===== config.mk =====
export PLATFORM = sky130hd
export DESIGN_NAME = serial_register_access_port
export DESIGN_NICKNAME = d
export VERILOG_FILES = /design/src/verilog/serial_access_pkg.sv /design/src/verilog/stream_fifo.sv /design/src/verilog/serial_register_access_port.sv
export VERILOG_INCLUDE_DIRS = /design/src /design/src/verilog
export SDC_FILE = /design/constraint.sdc
export NUM_CORES = 2
export LEC_CHECK = 0
export BUFFER_PORTS_ARGS = -buffer_cell sky130_fd_sc_hd__buf_2
export CAP_MARGIN = 20
export CORE_MARGIN = 2
export CORE_UTILIZATION = 45
export DETAILED_ROUTE_END_ITERATION = 8
export GPL_TIMING_DRIVEN = 1
export PLACE_DENSITY = 0.57
export SYNTH_ARGS = -nofsm -noshare
export SYNTH_HDL_FRONTEND = slang
export SYNTH_SLANG_ARGS = --single-unit

===== constraint.sdc =====
create_clock -name i_clk -period 5.9 [get_ports i_clk]
set_clock_uncertainty 0.15 [all_clocks]
set_input_delay 0.59 -clock i_clk [delete_from_list [all_inputs] [get_ports i_clk]]
set_output_delay 0.59 -clock i_clk [all_outputs]
set_load 0.05 [all_outputs]

===== src/verilog/serial_access_regs.svh =====
`ifndef SERIAL_ACCESS_REGS_SVH
`define SERIAL_ACCESS_REGS_SVH

// register map
`define RES_FIRST_ADDR      16'he50c
`define RES_LAST_ADDR       16'he526
`define EVENT_FLAGS_0_ADDR  16'he502
`define DEV_CONFIG_ADDR     16'he618

// fields and reset values
`define SAMPLE_READY_BIT    17
`define FUNC_SEL_MSB        1
`define FUNC_SEL_LSB        0
`define FUNC_SEL_DATA_READY 2'h0
`define DEV_CONFIG_RESET    16'h0000
`define IIC_SLAVE_ADDR      7'h38

// register widths in bits
`define REG_W8              6'h08
`define REG_W16             6'h10
`define REG_W32             6'h20

// frame lengths
`define SPI_HDR_BITS        6'h18
`define IIC_BYTE_BITS       4'h8

// timing
`define CLK_PERIOD_NS       50
`define SCLK_MAX_HZ         2500000
`define READY_DELAY_NS      70
`define READY_LOW_NS        10000
`define READY_DELAY_CYC     ((`READY_DELAY_NS + `CLK_PERIOD_NS - 1) / `CLK_PERIOD_NS)
`define READY_LOW_CYC       (`READY_LOW_NS / `CLK_PERIOD_NS)

`endif


===== src/verilog/serial_access_pkg.sv =====
package serial_access_pkg;
	typedef enum logic [1:0] {SPI_HDR, SPI_WR, SPI_RD, SPI_END} spi_state_e;
	typedef enum logic [2:0] {IIC_IDLE, IIC_RX, IIC_ACK, IIC_TX, IIC_MACK} iic_state_e;
endpackage : serial_access_pkg


===== src/verilog/stream_fifo.sv =====
module stream_fifo #(
	parameter int WIDTH = 32,
	parameter int DEPTH = 8
) (
	// clock and reset
	input  logic             i_clk,
	input  logic             i_rst_b,
	// filling side
	input  logic             i_in_valid,
	output logic             o_in_ready,
	input  logic [WIDTH-1:0] i_in_data,
	// draining side
	output logic             o_out_valid,
	input  logic             i_out_ready,
	output logic [WIDTH-1:0] o_out_data
);
	localparam int AW = $clog2(DEPTH);

	logic [WIDTH-1:0] mem [DEPTH];
	logic [AW-1:0]    wr_ptr;
	logic [AW-1:0]    rd_ptr;
	logic [AW:0]      count;
	logic             push;
	logic             pop;

	assign o_in_ready  = count != (AW+1)'(DEPTH);
	assign o_out_valid = count != '0;
	assign o_out_data  = mem[rd_ptr];
	assign push        = i_in_valid && o_in_ready;
	assign pop         = o_out_valid && i_out_ready;

	always_ff @(posedge i_clk) begin
		if (push) begin
			mem[wr_ptr] <= i_in_data;
		end
	end

	always_ff @(posedge i_clk) begin
		if (!i_rst_b) begin
			wr_ptr <= '0;
			rd_ptr <= '0;
			count  <= '0;
		end else begin
			if (push) begin
				wr_ptr <= (wr_ptr == AW'(DEPTH - 1)) ? '0 : wr_ptr + AW'(1);
			end
			if (pop) begin
				rd_ptr <= (rd_ptr == AW'(DEPTH - 1)) ? '0 : rd_ptr + AW'(1);
			end
			if (push && !pop) begin
				count <= count + (AW+1)'(1);
			end else if (pop && !push) begin
				count <= count - (AW+1)'(1);
			end
		end
	end
endmodule : stream_fifo


===== src/verilog/serial_register_access_port.sv =====
// Functional notes
// - 27 result registers refreshed per sample set, read singly or in bursts
// - i2c write phase loads the register pointer, kept for the read phase
// - i2c read address acked, then register sent msbyte and msbit first
// - host ack on a register's last byte advances pointer, next register follows
// - ready pin acts as data ready only when function select is 00
// - ready pin falls about 70 ns after the sample ready flag sets
// - ready pin stays low 10 us then returns high
// - spi is slave only, sclk at most 2.5 MHz
// - spi data changes on falling sclk, sampled on rising, msb first
// - miso released whenever the device is not transmitting
// - ss high aborts the transfer and releases the bus
// - after the last bit host raises ss and sclk, lines go idle
// - spi read: bit0 set, address, data from the next falling edge
// - spi burst continues with the next result register until ss rises or the last result register has been sent
`include "serial_access_regs.svh"

module serial_register_access_port #(
	parameter int DATA_W     = 32,
	parameter int FIFO_DEPTH = 8
) (
	// clock and reset
	input  logic              i_clk,
	input  logic              i_rst_b,
	// sample stream from the measurement path
	input  logic              i_sample_valid,
	output logic              o_sample_ready,
	input  logic [DATA_W-1:0] i_sample_data,
	// spi pins
	input  logic              i_sclk,
	input  logic              i_mosi,
	input  logic              i_ss_b,
	output logic              o_miso,
	output logic              o_miso_en_b,
	// i2c pins
	input  logic              i_scl,
	input  logic              i_sda,
	output logic              o_sda,
	output logic              o_sda_en_b,
	// ready pin
	output logic              o_zero_cross_or_data_ready_pin
);
	import serial_access_pkg::*;

	localparam logic [4:0] LAST_IDX  = 5'(`RES_LAST_ADDR - `RES_FIRST_ADDR);
	localparam logic [7:0] RDY_TOTAL = 8'(`READY_DELAY_CYC + `READY_LOW_CYC);
	localparam logic [7:0] RDY_LOW   = 8'(`READY_LOW_CYC);

	logic [4:0]        pin_meta;
	logic [4:0]        pin_sync;
	logic [4:0]        pin_prev;
	logic              sclk_rise;
	logic              sclk_fall;
	logic              ss_high;
	logic              mosi;
	logic              scl_rise;
	logic              scl_fall;
	logic              sda;
	logic              iic_start;
	logic              iic_stop;
	spi_state_e        spi_state;
	logic [5:0]        spi_cnt;
	logic [31:0]       spi_sh;
	logic [15:0]       spi_ptr;
	logic [15:0]       spi_next;
	logic [31:0]       spi_next_word;
	logic [31:0]       spi_tx;
	logic              spi_tx_msb;
	logic [5:0]        spi_rem;
	logic              spi_wr;
	logic [15:0]       spi_wr_addr;
	logic [31:0]       spi_wr_data;
	logic [15:0]       spi_wr_low;
	iic_state_e        iic_state;
	logic [3:0]        iic_bit;
	logic [7:0]        iic_sh;
	logic              iic_first;
	logic              iic_rw;
	logic [1:0]        iic_nbyte;
	logic [15:0]       iic_ptr;
	logic [15:0]       iic_next;
	logic [31:0]       iic_ptr_word;
	logic [31:0]       iic_tx;
	logic [5:0]        iic_rem;
	logic              iic_sda_low;
	logic [DATA_W-1:0] results [LAST_IDX + 5'h01];
	logic [4:0]        load_idx;
	logic              f_valid;
	logic              f_take;
	logic [DATA_W-1:0] f_data;
	logic              sample_set;
	logic              sample_ready_flag;
	logic [15:0]       dev_cfg;
	logic              sel_drdy;
	logic [7:0]        rdy_cnt;
	logic [7:0]        next_rdy_cnt;
	logic [7:0]        pin_low_len;

	////////////////////////////////////////////////////////////////////////////
	function automatic logic in_burst(input logic [15:0] a);
		return a >= `RES_FIRST_ADDR && a <= `RES_LAST_ADDR;
	endfunction : in_burst

	function automatic logic [5:0] reg_width(input logic [15:0] a);
		if (in_burst(a) || a == `EVENT_FLAGS_0_ADDR) begin
			return `REG_W32;
		end else if (a == `DEV_CONFIG_ADDR) begin
			return `REG_W16;
		end
		return `REG_W8;
	endfunction : reg_width

	// value left aligned so the msb always leaves first
	function automatic logic [31:0] reg_read(input logic [15:0] a);
		logic [31:0] v;
		v = '0;
		if (in_burst(a)) begin
			v = results[5'(a - `RES_FIRST_ADDR)];
		end else if (a == `EVENT_FLAGS_0_ADDR) begin
			v = 32'(sample_ready_flag) << `SAMPLE_READY_BIT;
		end else if (a == `DEV_CONFIG_ADDR) begin
			v = {16'h0000, dev_cfg};
		end
		return v << (`REG_W32 - reg_width(a));
	endfunction : reg_read

	////////////////////////////////////////////////////////////////////////////
	// pins come from the host's clocks: two flops before any use
	always_ff @(posedge i_clk) begin
		if (!i_rst_b) begin
			pin_meta <= '1;
			pin_sync <= '1;
			pin_prev <= '1;
		end else begin
			pin_meta <= {i_sclk, i_mosi, i_ss_b, i_scl, i_sda};
			pin_sync <= pin_meta;
			pin_prev <= pin_sync;
		end
	end

	// sclk is only ever sampled, never made here
	assign ss_high   = pin_sync[2];
	assign mosi      = pin_sync[3];
	assign sclk_rise = pin_sync[4] && !pin_prev[4] && !ss_high;
	assign sclk_fall = !pin_sync[4] && pin_prev[4] && !ss_high;
	assign sda       = pin_sync[0];
	assign scl_rise  = pin_sync[1] && !pin_prev[1];
	assign scl_fall  = !pin_sync[1] && pin_prev[1];
	assign iic_start = pin_sync[1] && pin_prev[1] && pin_prev[0] && !sda;
	assign iic_stop  = pin_sync[1] && pin_prev[1] && !pin_prev[0] && sda;

	////////////////////////////////////////////////////////////////////////////
	assign spi_next   = spi_ptr + 16'h0001;
	assign spi_tx_msb = spi_tx[31];
	assign spi_wr_low = spi_wr_data[15:0];

	// a process, not an assign, so it follows the registers the function reads
	always_comb begin
		spi_next_word = reg_read(spi_next);
		iic_ptr_word  = reg_read(iic_ptr);
	end

	always_ff @(posedge i_clk) begin
		if (!i_rst_b || ss_high) begin
			spi_state   <= SPI_HDR;
			spi_cnt     <= '0;
			spi_sh      <= '0;
			spi_ptr     <= '0;
			spi_tx      <= '0;
			spi_rem     <= '0;
			spi_wr      <= 1'b0;
			spi_wr_addr <= '0;
			spi_wr_data <= '0;
			o_miso      <= 1'b0;
			o_miso_en_b <= 1'b1;
		end else begin
			spi_wr <= 1'b0;
			unique case (spi_state)
				SPI_HDR: if (sclk_rise) begin
					spi_sh  <= {spi_sh[30:0], mosi};
					spi_cnt <= spi_cnt + 6'h01;
					if (spi_cnt == `SPI_HDR_BITS - 6'h01) begin
						spi_ptr <= {spi_sh[14:0], mosi};
						spi_cnt <= '0;
						if (spi_sh[15]) begin
							spi_state <= SPI_RD;
							spi_tx    <= reg_read({spi_sh[14:0], mosi});
							spi_rem   <= reg_width({spi_sh[14:0], mosi});
						end else begin
							spi_state <= SPI_WR;
						end
					end
				end
				SPI_WR: if (sclk_rise) begin
					spi_sh  <= {spi_sh[30:0], mosi};
					spi_cnt <= spi_cnt + 6'h01;
					if (spi_cnt + 6'h01 == reg_width(spi_ptr)) begin
						spi_wr      <= 1'b1;
						spi_wr_addr <= spi_ptr;
						spi_wr_data <= {spi_sh[30:0], mosi};
						spi_state   <= SPI_END;
					end
				end
				SPI_RD: if (sclk_fall) begin
					o_miso_en_b <= 1'b0;
					if (spi_rem != '0) begin
						o_miso  <= spi_tx[31];
						spi_tx  <= spi_tx << 1;
						spi_rem <= spi_rem - 6'h01;
					end else if (in_burst(spi_ptr) && spi_ptr != `RES_LAST_ADDR) begin
						spi_ptr <= spi_next;
						o_miso  <= spi_next_word[31];
						spi_tx  <= spi_next_word << 1;
						spi_rem <= reg_width(spi_next) - 6'h01;
					end else begin
						o_miso_en_b <= 1'b1;
						spi_state   <= SPI_END;
					end
				end
				SPI_END: ;
			endcase
		end
	end

	////////////////////////////////////////////////////////////////////////////
	// open drain: the pin only ever pulls low
	assign o_sda      = 1'b0;
	assign o_sda_en_b = !iic_sda_low;
	assign iic_next   = iic_ptr + 16'h0001;

	always_ff @(posedge i_clk) begin
		if (!i_rst_b || iic_stop) begin
			iic_state   <= IIC_IDLE;
			iic_bit     <= '0;
			iic_sh      <= '0;
			iic_first   <= 1'b0;
			iic_rw      <= 1'b0;
			iic_nbyte   <= '0;
			iic_tx      <= '0;
			iic_rem     <= '0;
			iic_sda_low <= 1'b0;
			if (!i_rst_b) begin
				iic_ptr <= '0;
			end
		end else if (iic_start) begin
			iic_state   <= IIC_RX;
			iic_bit     <= '0;
			iic_first   <= 1'b1;
			iic_nbyte   <= '0;
			iic_sda_low <= 1'b0;
		end else begin
			unique case (iic_state)
				IIC_IDLE: ;
				IIC_RX: begin
					if (scl_rise && iic_bit != `IIC_BYTE_BITS) begin
						iic_sh  <= {iic_sh[6:0], sda};
						iic_bit <= iic_bit + 4'h1;
					end
					if (scl_fall && iic_bit == `IIC_BYTE_BITS) begin
						iic_bit   <= '0;
						iic_first <= 1'b0;
						if (!iic_first) begin
							iic_sda_low <= 1'b1;
							iic_state   <= IIC_ACK;
							if (iic_nbyte == 2'h0) begin
								iic_ptr[15:8] <= iic_sh;
							end else if (iic_nbyte == 2'h1) begin
								iic_ptr[7:0] <= iic_sh;
							end
							if (iic_nbyte != 2'h2) begin
								iic_nbyte <= iic_nbyte + 2'h1;
							end
						end else if (iic_sh[7:1] == `IIC_SLAVE_ADDR) begin
							iic_sda_low <= 1'b1;
							iic_rw      <= iic_sh[0];
							iic_state   <= IIC_ACK;
						end else begin
							iic_state <= IIC_IDLE;
						end
					end
				end
				IIC_ACK: if (scl_fall) begin
					if (iic_rw) begin
						iic_sda_low <= !iic_ptr_word[31];
						iic_tx      <= iic_ptr_word << 1;
						iic_rem     <= reg_width(iic_ptr) - 6'h01;
						iic_bit     <= 4'h1;
						iic_state   <= IIC_TX;
					end else begin
						iic_sda_low <= 1'b0;
						iic_state   <= IIC_RX;
					end
				end
				IIC_TX: if (scl_fall) begin
					if (iic_bit == `IIC_BYTE_BITS) begin
						iic_sda_low <= 1'b0;
						iic_bit     <= '0;
						iic_state   <= IIC_MACK;
					end else begin
						iic_sda_low <= !iic_tx[31];
						iic_tx      <= iic_tx << 1;
						iic_rem     <= iic_rem - 6'h01;
						iic_bit     <= iic_bit + 4'h1;
					end
				end
				IIC_MACK: if (scl_rise) begin
					if (sda) begin
						iic_state <= IIC_IDLE;
					end else begin
						iic_state <= IIC_TX;
						if (iic_rem == '0) begin
							iic_ptr <= iic_next;
							iic_tx  <= reg_read(iic_next);
							iic_rem <= reg_width(iic_next);
						end
					end
				end
			endcase
		end
	end

	////////////////////////////////////////////////////////////////////////////
	// loading stalls during a read so a burst sees one coherent sample set
	assign f_take = !(spi_state == SPI_RD || iic_state == IIC_TX || iic_state == IIC_MACK
		|| (iic_state == IIC_ACK && iic_rw));
	assign sample_set = f_valid && f_take && load_idx == LAST_IDX;

	stream_fifo #(
		.WIDTH (DATA_W),
		.DEPTH (FIFO_DEPTH)
	) u_sample_fifo (
		.i_clk       (i_clk),
		.i_rst_b     (i_rst_b),
		.i_in_valid  (i_sample_valid),
		.o_in_ready  (o_sample_ready),
		.i_in_data   (i_sample_data),
		.o_out_valid (f_valid),
		.i_out_ready (f_take),
		.o_out_data  (f_data)
	);

	always_ff @(posedge i_clk) begin
		if (f_valid && f_take) begin
			results[load_idx] <= f_data;
		end
	end

	always_ff @(posedge i_clk) begin
		if (!i_rst_b) begin
			load_idx <= '0;
		end else if (f_valid && f_take) begin
			load_idx <= (load_idx == LAST_IDX) ? '0 : load_idx + 5'h01;
		end
	end

	// a new sample set wins over a clear in the same cycle
	always_ff @(posedge i_clk) begin
		if (!i_rst_b) begin
			sample_ready_flag <= 1'b0;
		end else if (sample_set) begin
			sample_ready_flag <= 1'b1;
		end else if (spi_wr && spi_wr_addr == `EVENT_FLAGS_0_ADDR
			&& spi_wr_data[`SAMPLE_READY_BIT]) begin
			sample_ready_flag <= 1'b0;
		end
	end

	always_ff @(posedge i_clk) begin
		if (!i_rst_b) begin
			dev_cfg <= `DEV_CONFIG_RESET;
		end else if (spi_wr && spi_wr_addr == `DEV_CONFIG_ADDR) begin
			dev_cfg <= spi_wr_low;
		end
	end

	////////////////////////////////////////////////////////////////////////////
	// zero crossing is not produced here: other selections hold the pin high
	assign sel_drdy     = dev_cfg[`FUNC_SEL_MSB:`FUNC_SEL_LSB] == `FUNC_SEL_DATA_READY;
	assign next_rdy_cnt = sample_set ? RDY_TOTAL : (rdy_cnt != '0 ? rdy_cnt - 8'h01 : '0);

	always_ff @(posedge i_clk) begin
		if (!i_rst_b) begin
			rdy_cnt                        <= '0;
			o_zero_cross_or_data_ready_pin <= 1'b1;
		end else begin
			rdy_cnt                        <= next_rdy_cnt;
			o_zero_cross_or_data_ready_pin <= !(sel_drdy && next_rdy_cnt != '0
				&& next_rdy_cnt <= RDY_LOW);
		end
	end

	always_ff @(posedge i_clk) begin
		pin_low_len <= o_zero_cross_or_data_ready_pin ? '0 : pin_low_len + 8'h01;
	end
endmodule : serial_register_access_port


# Word level (Yosys, flattened, before mapping)
# Memory sizes are Yosys's and may differ from the RTL's. A register that Yosys moved wholly into a read port is not among the register bits.
# Index checks and enable logic that the tools add are counted.
# word_totals
regBits	246
mem_bits_rw	1120
inputBits	40
out_inout_bits	6
elab_cells	444
mem_count	2
# memory_table
memory	depth	width	rd	rd_ports_with_merged_regs	wr	line	text
results	27	32	4	0	1	serial_register_access_port.sv:86	logic [DATA_W-1:0] results [LAST_IDX + 5'h01];
u_sample_fifo.mem	8	32	1	1	1	stream_fifo.sv:19	logic [WIDTH-1:0] mem [DEPTH];
# classes
n_addsub	23
n_lt_le_gt_ge	11
n_eq_ne	66
shifts	4
muxes	202
bitwise_logic	4
n_reduce_logical	98
# ops
cell	n
two-way mux 32 bit	29
two-way mux 6 bit	51
two-way mux 16 bit	17
== test 16 bit, second input constant	12
left shift 32 x 6 -> 32 bit	4
one-hot mux 32 bit (3 select lines)	1
greater-or-equal comparator 16 bit, second input constant	5
less-or-equal comparator 16 bit, second input constant	5
one-hot mux 16 bit (2 select lines)	2
one-hot mux 32 bit (2 select lines)	1
two-way mux 1 bit	56
two-way mux 18 bit	3
inequality test 3 bit, second input constant	16
two-way mux 8 bit	5
inequality test 2 bit, second input constant	20
adder 16 x 1 -> 16 bit, second input constant	2
two-way mux 4 bit	8
logical AND 1 bit	30
two-way mux 3 bit	9
two-way mux 2 bit	12
one-hot mux 6 bit (2 select lines)	2
AND reduction 6 bit	4
subtractor 6 x 1 -> 6 bit, second input constant	4
subtractor 6 bit, first input constant	4
other kinds (48)	106

# Logic depth before layout (Yosys ltp)
# logic_depth
word_depth	24
ltp_mapped	19
depth_no_buf	12

# Cells and area by module
# A second synthesis with hierarchy kept.
# hier_totals
cells_unflattened	5323
area_unflattened_um2	77783.4
# modules_own_cells
module	instances	cells_each	area_each_um2	seq_area_each_um2
serial_register_access_port	1	4878	67337.1	30769.5
stream_fifo	1	445	10446.3	7947.6

# Least setup slack after synthesis
# Ideal clock, no wire load.
# synth_timing
path_kind	reg-to-reg
from	reg u_sample_fifo.count[0]
to	mem u_sample_fifo.mem[0][0] (enable)
setup_ns	0.502
arrival_ns	4.226
required_time_ns	5.248
path_slack_ns	1.022
stages_incl_launch_ff	5
path_buffers	0
synth_period_minus_slack_ns	4.878
path_cell_list	dfxtp_1 -> nor3_1 -> nand2_1 -> nand2_1 -> nor4_1
# synth_via
elab_chain_cells	4
# synth_lines
element	line	text
from (decl)	stream_fifo.sv:22	logic [AW:0] count;
from (signal assigned)	stream_fifo.sv:51	count <= count + (AW+1)'(1);
from (signal assigned)	stream_fifo.sv:53	count <= count - (AW+1)'(1);
inequality test 4 bit	stream_fifo.sv:26	assign o_in_ready = count != (AW+1)'(DEPTH);
net o_sample_ready	serial_register_access_port.sv:27	output logic o_sample_ready,
logical AND 1 bit	stream_fifo.sv:29	assign push = i_in_valid && o_in_ready;
two-way mux 1 bit	stream_fifo.sv:33	if (push) begin
two-way mux 1 bit (not written as such)	stream_fifo.sv:34	mem[wr_ptr] <= i_in_data;
to (decl)	stream_fifo.sv:19	
# The timed path passes the listed nets, and every way through them passes these cells.

# Worst setup path in the final report
# layout_timing
from	reg spi_ptr[0]
to	reg spi_tx[13]
# layout_via
elab_chain_cells	12
elab_cells_between_ends	29
cone_classes	3 x add/sub; 4 x order compare; 4 x eq/ne; 1 x shift; 11 x mux; 5 x reduce/logical; 1 x memory
# layout_lines
element	line	text
from (decl)	serial_register_access_port.sv:64	logic [15:0] spi_ptr;
from (signal assigned)	serial_register_access_port.sv:183	spi_ptr <= {spi_sh[14:0], mosi};
from (signal assigned)	serial_register_access_port.sv:211	spi_ptr <= spi_next;
adder 16 x 1 -> 16 bit	serial_register_access_port.sv:153	assign spi_next = spi_ptr + 16'h0001;
greater-or-equal comparator 16 bit (no line) or less-or-equal comparator 16 bit (tied branches)	n/a	
logical AND 1 bit (no line)	n/a	
logical OR 1 bit (no line)	n/a	
two-way mux 6 bit or two-way mux 1 bit (tied branches)	n/a	
two-way mux 6 bit	serial_register_access_port.sv:110	return `REG_W8;
subtractor 6 bit (no line)	n/a	
left shift 32 x 6 -> 32 bit	serial_register_access_port.sv:124	return v << (`REG_W32 - reg_width(a));
two-way mux 32 bit	serial_register_access_port.sv:210	end else if (in_burst(spi_ptr) && spi_ptr != `RES_LAST_ADDR) begin
two-way mux 32 bit	serial_register_access_port.sv:206	if (spi_rem != '0) begin
two-way mux 32 bit	serial_register_access_port.sv:204	SPI_RD: if (sclk_fall) begin
one-hot mux 32 bit (2 select lines)	serial_register_access_port.sv:178	unique case (spi_state)
to (signal assigned)	serial_register_access_port.sv:187	spi_tx <= reg_read({spi_sh[14:0], mosi});
to (signal assigned)	serial_register_access_port.sv:208	spi_tx <= spi_tx << 1;
to (signal assigned)	serial_register_access_port.sv:213	spi_tx <= spi_next_word << 1;
to (decl)	serial_register_access_port.sv:67	logic [31:0] spi_tx;
# Parallel ways exist; a longest one is shown, timed or not. The select of a mux whose other input is x is not followed.
# A chain may end at the register's enable or synchronous reset.

==> impl_metrics.py <==
metrics = {
    "outcome": {
        "status": "finished clean",
    },
    "sta": {
        "setup_tns_ns": 0,
        "slew_violations": 0,
        "max_freq_mhz": 214.3,
        "maxSlewHeadroom_pct": 24.53,
        "rsz0062_at_grt": "false",
        "fin_crit_ns": 4.667,
        "setup_viol": 0,
        "hold_viol_final": 0,
        "worst_pin_slew_ns": 1.132,
        "timing.final.ws_setup_ns": 1.233,
        "whs_ns": 0.05571,
        "fin_crit_sh_pct": 79.11,
    },
    "critical_path": {
        "critPathSlowestCell": "dfxtp_4",
        "path_max_fanout": 38,
        "startpoint_type": "flip-flop",
        "worstReg2RegEnd": "spi_tx[13]$_SDFFE_PP0P_",
        "cp.arrival_ns": 5.22,
        "ff2ff_setup_slack_ns": 1.23,
        "required_ns": 6.45,
        "path_cells": "nand3_1, xnor2_1, ha_1, xor2_4, buf_4, mux2i_1, o22ai_1, a21oi_1, nor2_1, o221a_2",
        "rr_worst_depth": 10,
        "end_kind": "flip-flop",
        "rr_startpoint": "spi_ptr[0]$_SDFFE_PP0P_",
        "cpPeakStageDelay_ns": 0.76,
        "crit_type": "reg2reg",
    },
    "logic_synthesis": {
        "synth_edf_count": 1136,
        "synthCells": 5332,
        "synth_seq_area_share_pct": 50.41,
        "async_flop_share_pct": 0,
        "synth_area_um2": 76810,
        "synth_flop_cell": "edfxtp_1",
        "ys_types": 85,
        "synth-seq-cells": 1366,
        "postSynthAreaPerCell_um2": 14.41,
        "yosys_warnings": 0,
        "synth_fp_nets": 5424,
    },
    "clock_tree": {
        "ctsHtreeMaxLevel": 4,
        "clk_pin_slew_worst_paths_ns": 0.06,
        "ctsHoldBuffers": 37,
        "clk_latency_ns": 0.82,
        "cts_root_buf": "clkbuf_16",
        "cts_tree": "yes",
        "cts.sinks": 1366,
        "cts.repair.resized": 0,
        "clk_path_buf_depth": 3,
        "cts_buffers": 157,
        "post_cts_buffers": 0,
    },
    "pwr": {
        "leakage_nw": 26.97,
        "powerDensity_nw_per_um2": 318.9,
        "ir_drop_mv": 0.3481,
    },
    "drt": {
        "num_vias": 53765,
        "ant_nets": 0,
        "wl_mm": 266.7,
        "drcViolationCount": 0,
        "first_pass_iters": 6,
        "wl_per_cell_um": 34.93,
        "drtIter0Drc": 7507,
        "viasPerCell": 7.041,
    },
    "hold_path": {
        "hp-start": "i_rst_b",
        "min_path_type": "in2reg",
        "hold_end": "pin_prev[0]$_SDFF_PN1_",
        "min_path_cells": 2,
    },
    "floorplan": {
        "die_height_um": 417.2,
        "io_pins": 46,
        "coreArea_um2": 169500,
        "rows": 151,
        "start_util_pct": 45.32,
        "die_area_um2": 174000,
        "die_w_um": 417.2,
    },
    "final_layout": {
        "syn_to_final_growth_pct": 11.47,
        "drive_gt1_share_pct": 27.84,
        "layout_common_cells": "edfxtp_1 (1136), mux4_2 (914), nand2_1 (576)",
        "fin_nets": 5373,
        "final_util_pct": 50.52,
        "fill_cells": 14192,
        "mostFrequentLayoutCell": "edfxtp_1",
    },
    "global_route": {
        "grt_pass1_vias": 51911,
        "grt_pass1_wl_mm": 382.2,
        "groute.usage.overall_pct": 30.53,
        "grt_max_degree": 139,
        "antenna_found_initial": 6,
        "gr-total-overflow": 0,
    },
    "place": {
        "port_buffers": 44,
        "gp_congestion": 0.8979,
        "hpwlAfterDp_mm": 155.0,
        "place_ws_ns": 1.344,
    },
    "job": {
        "maxCapViolCount": 0,
    },
}
-- where the power goes --
part / internal (W) / switching [W] / leakage [nW]
sequential: 0.0122 / 0.000447 / 12.1
combinational: 0.00177 / 0.00331 / 12.4
clock: 0.00544 / 0.00413 / 2.46
-- sequential cells by signal, indices dropped and copies added, names as in the netlist, 16 cells and up, named ones only --
| register | count |
|---|---|
| spi_tx | 32 |
| iic_ptr | 16 |
| spi_wr_addr | 16 |
| spi_ptr | 16 |
| u_sample_fifo.mem | 256 |
| iic_tx | 32 |
| results | 864 |
| dev_cfg | 16 |
| spi_sh | 17 |
| spi_wr_data | 17 |
-- cell families after synthesis --
logic type / Yosys count / synth area share, %
other cells: 1 / 0.004882
flops: 1366 / 50.41
buf+inv: 504 / 2.789
simple gates: 1214 / 7.073
xor+xnor: 52 / 0.5929
fa+ha+maj: 52 / 0.8568
mux: 1231 / 31.02
compound gates: 912 / 7.262
-- area by class of cell --
cell class                      instances  area (um2)  area share [%]
Antenna cell                            4       10.01         0.01169
Timing Repair Buffer                  248        2407           2.812
Tap cell                             2218        2775           3.241
Multi-Input combinational cell       3462       36480           42.60
Sequential cell                      1366       38740           45.25
Clock buffer                          224        4383           5.119
Inverter                               46       173.9          0.2031
Clock inverter                         68       655.6          0.7657
-- synth_stat cells, drive strengths merged, types with 7 or more instances --
cell type,count,area (um2)
and2,16,100.1
o22ai,10,62.56
a221oi,45,400.4
nand4b,9,78.83
nand4,20,125.1
nor4,20,143.9
or2,7,43.80
nand2,576,2162
nor2b,36,225.2
nand2b,29,181.4
ha,51,638.1
o211ai,17,127.6
nor4b,7,61.31
o221a,8,90.09
xor2,24,210.2
nand3b,10,75.07
buf,209,1035
mux4,914,20580
and3,22,137.6
inv,46,172.7
nor3,34,175.2
edfxtp,1136,34110
nor3b,10,75.07
nor2,282,1059
a311oi,11,96.34
mux2i,264,2643
o21ai,276,1381
or3,10,62.56
a21boi,8,60.06
a31oi,83,519.3
a221o,11,110.1
xnor2,28,245.2
mux2,53,596.8
nand3,101,505.5
a22oi,22,165.2
a211oi,80,600.6
a21oi,271,1356
dfxtp,230,4604
clkbuf,249,934.7
-- layer usage --
layer | vias to the layer above | track usage, % | part of all wire, %
li1 | 21602 | - | -
met1 | 27719 | 41.41 | 38
met2 | 3781 | 46.76 | 45
met3 | 659 | 8.195 | 12
met4 | 4 | 12.55 | 4.7
met5 | - | 0 | 0.010
-- worst max-delay path, delay by kind of cell (launching register included) --
family	cells	cell delay, ns
AO/OA/AOI/OAI	3	0.93
XOR/XNOR	2	0.66
adder cells (fa/ha/maj)	1	0.43
buffers and inverters	1	0.65
flip-flops	1	0.76
multiplexers	1	0.28
AND/OR/NAND/NOR	2	0.62
-- worst max path at each step --
stage                                                   end  slack (ns)                                 from  depth (start not counted)
after floorplan           u_sample_fifo.mem[0][0]$_DFFE_PP_        1.02  u_sample_fifo.count[0]$_SDFFE_PN0P_                          4
after global placement              spi_tx[13]$_SDFFE_PP0P_        1.38              spi_ptr[0]$_SDFFE_PP0P_                         10
after detailed placement            spi_tx[13]$_SDFFE_PP0P_        1.34              spi_ptr[0]$_SDFFE_PP0P_                         10
after CTS                           spi_tx[23]$_SDFFE_PP0P_        1.32              spi_ptr[0]$_SDFFE_PP0P_                          9
after global routing                spi_tx[23]$_SDFFE_PP0P_        0.99              spi_ptr[0]$_SDFFE_PP0P_                         10
final                               spi_tx[13]$_SDFFE_PP0P_        1.23              spi_ptr[0]$_SDFFE_PP0P_                         10
-- metrics by stage --
step | area, um2 | cells | total power [W]
floorplan | 76810 | 5332 | 0.01580
detailed placement | 80180 | 7301 | 0.01786
CTS | 85590 | 7630 | 0.02742
finish | 85620 | 7636 | 0.02730
global route | 85610 | 7632 | 0.02820
global placement | 80180 | 7301 | 0.01779
(Power assumes the default switching activity.)
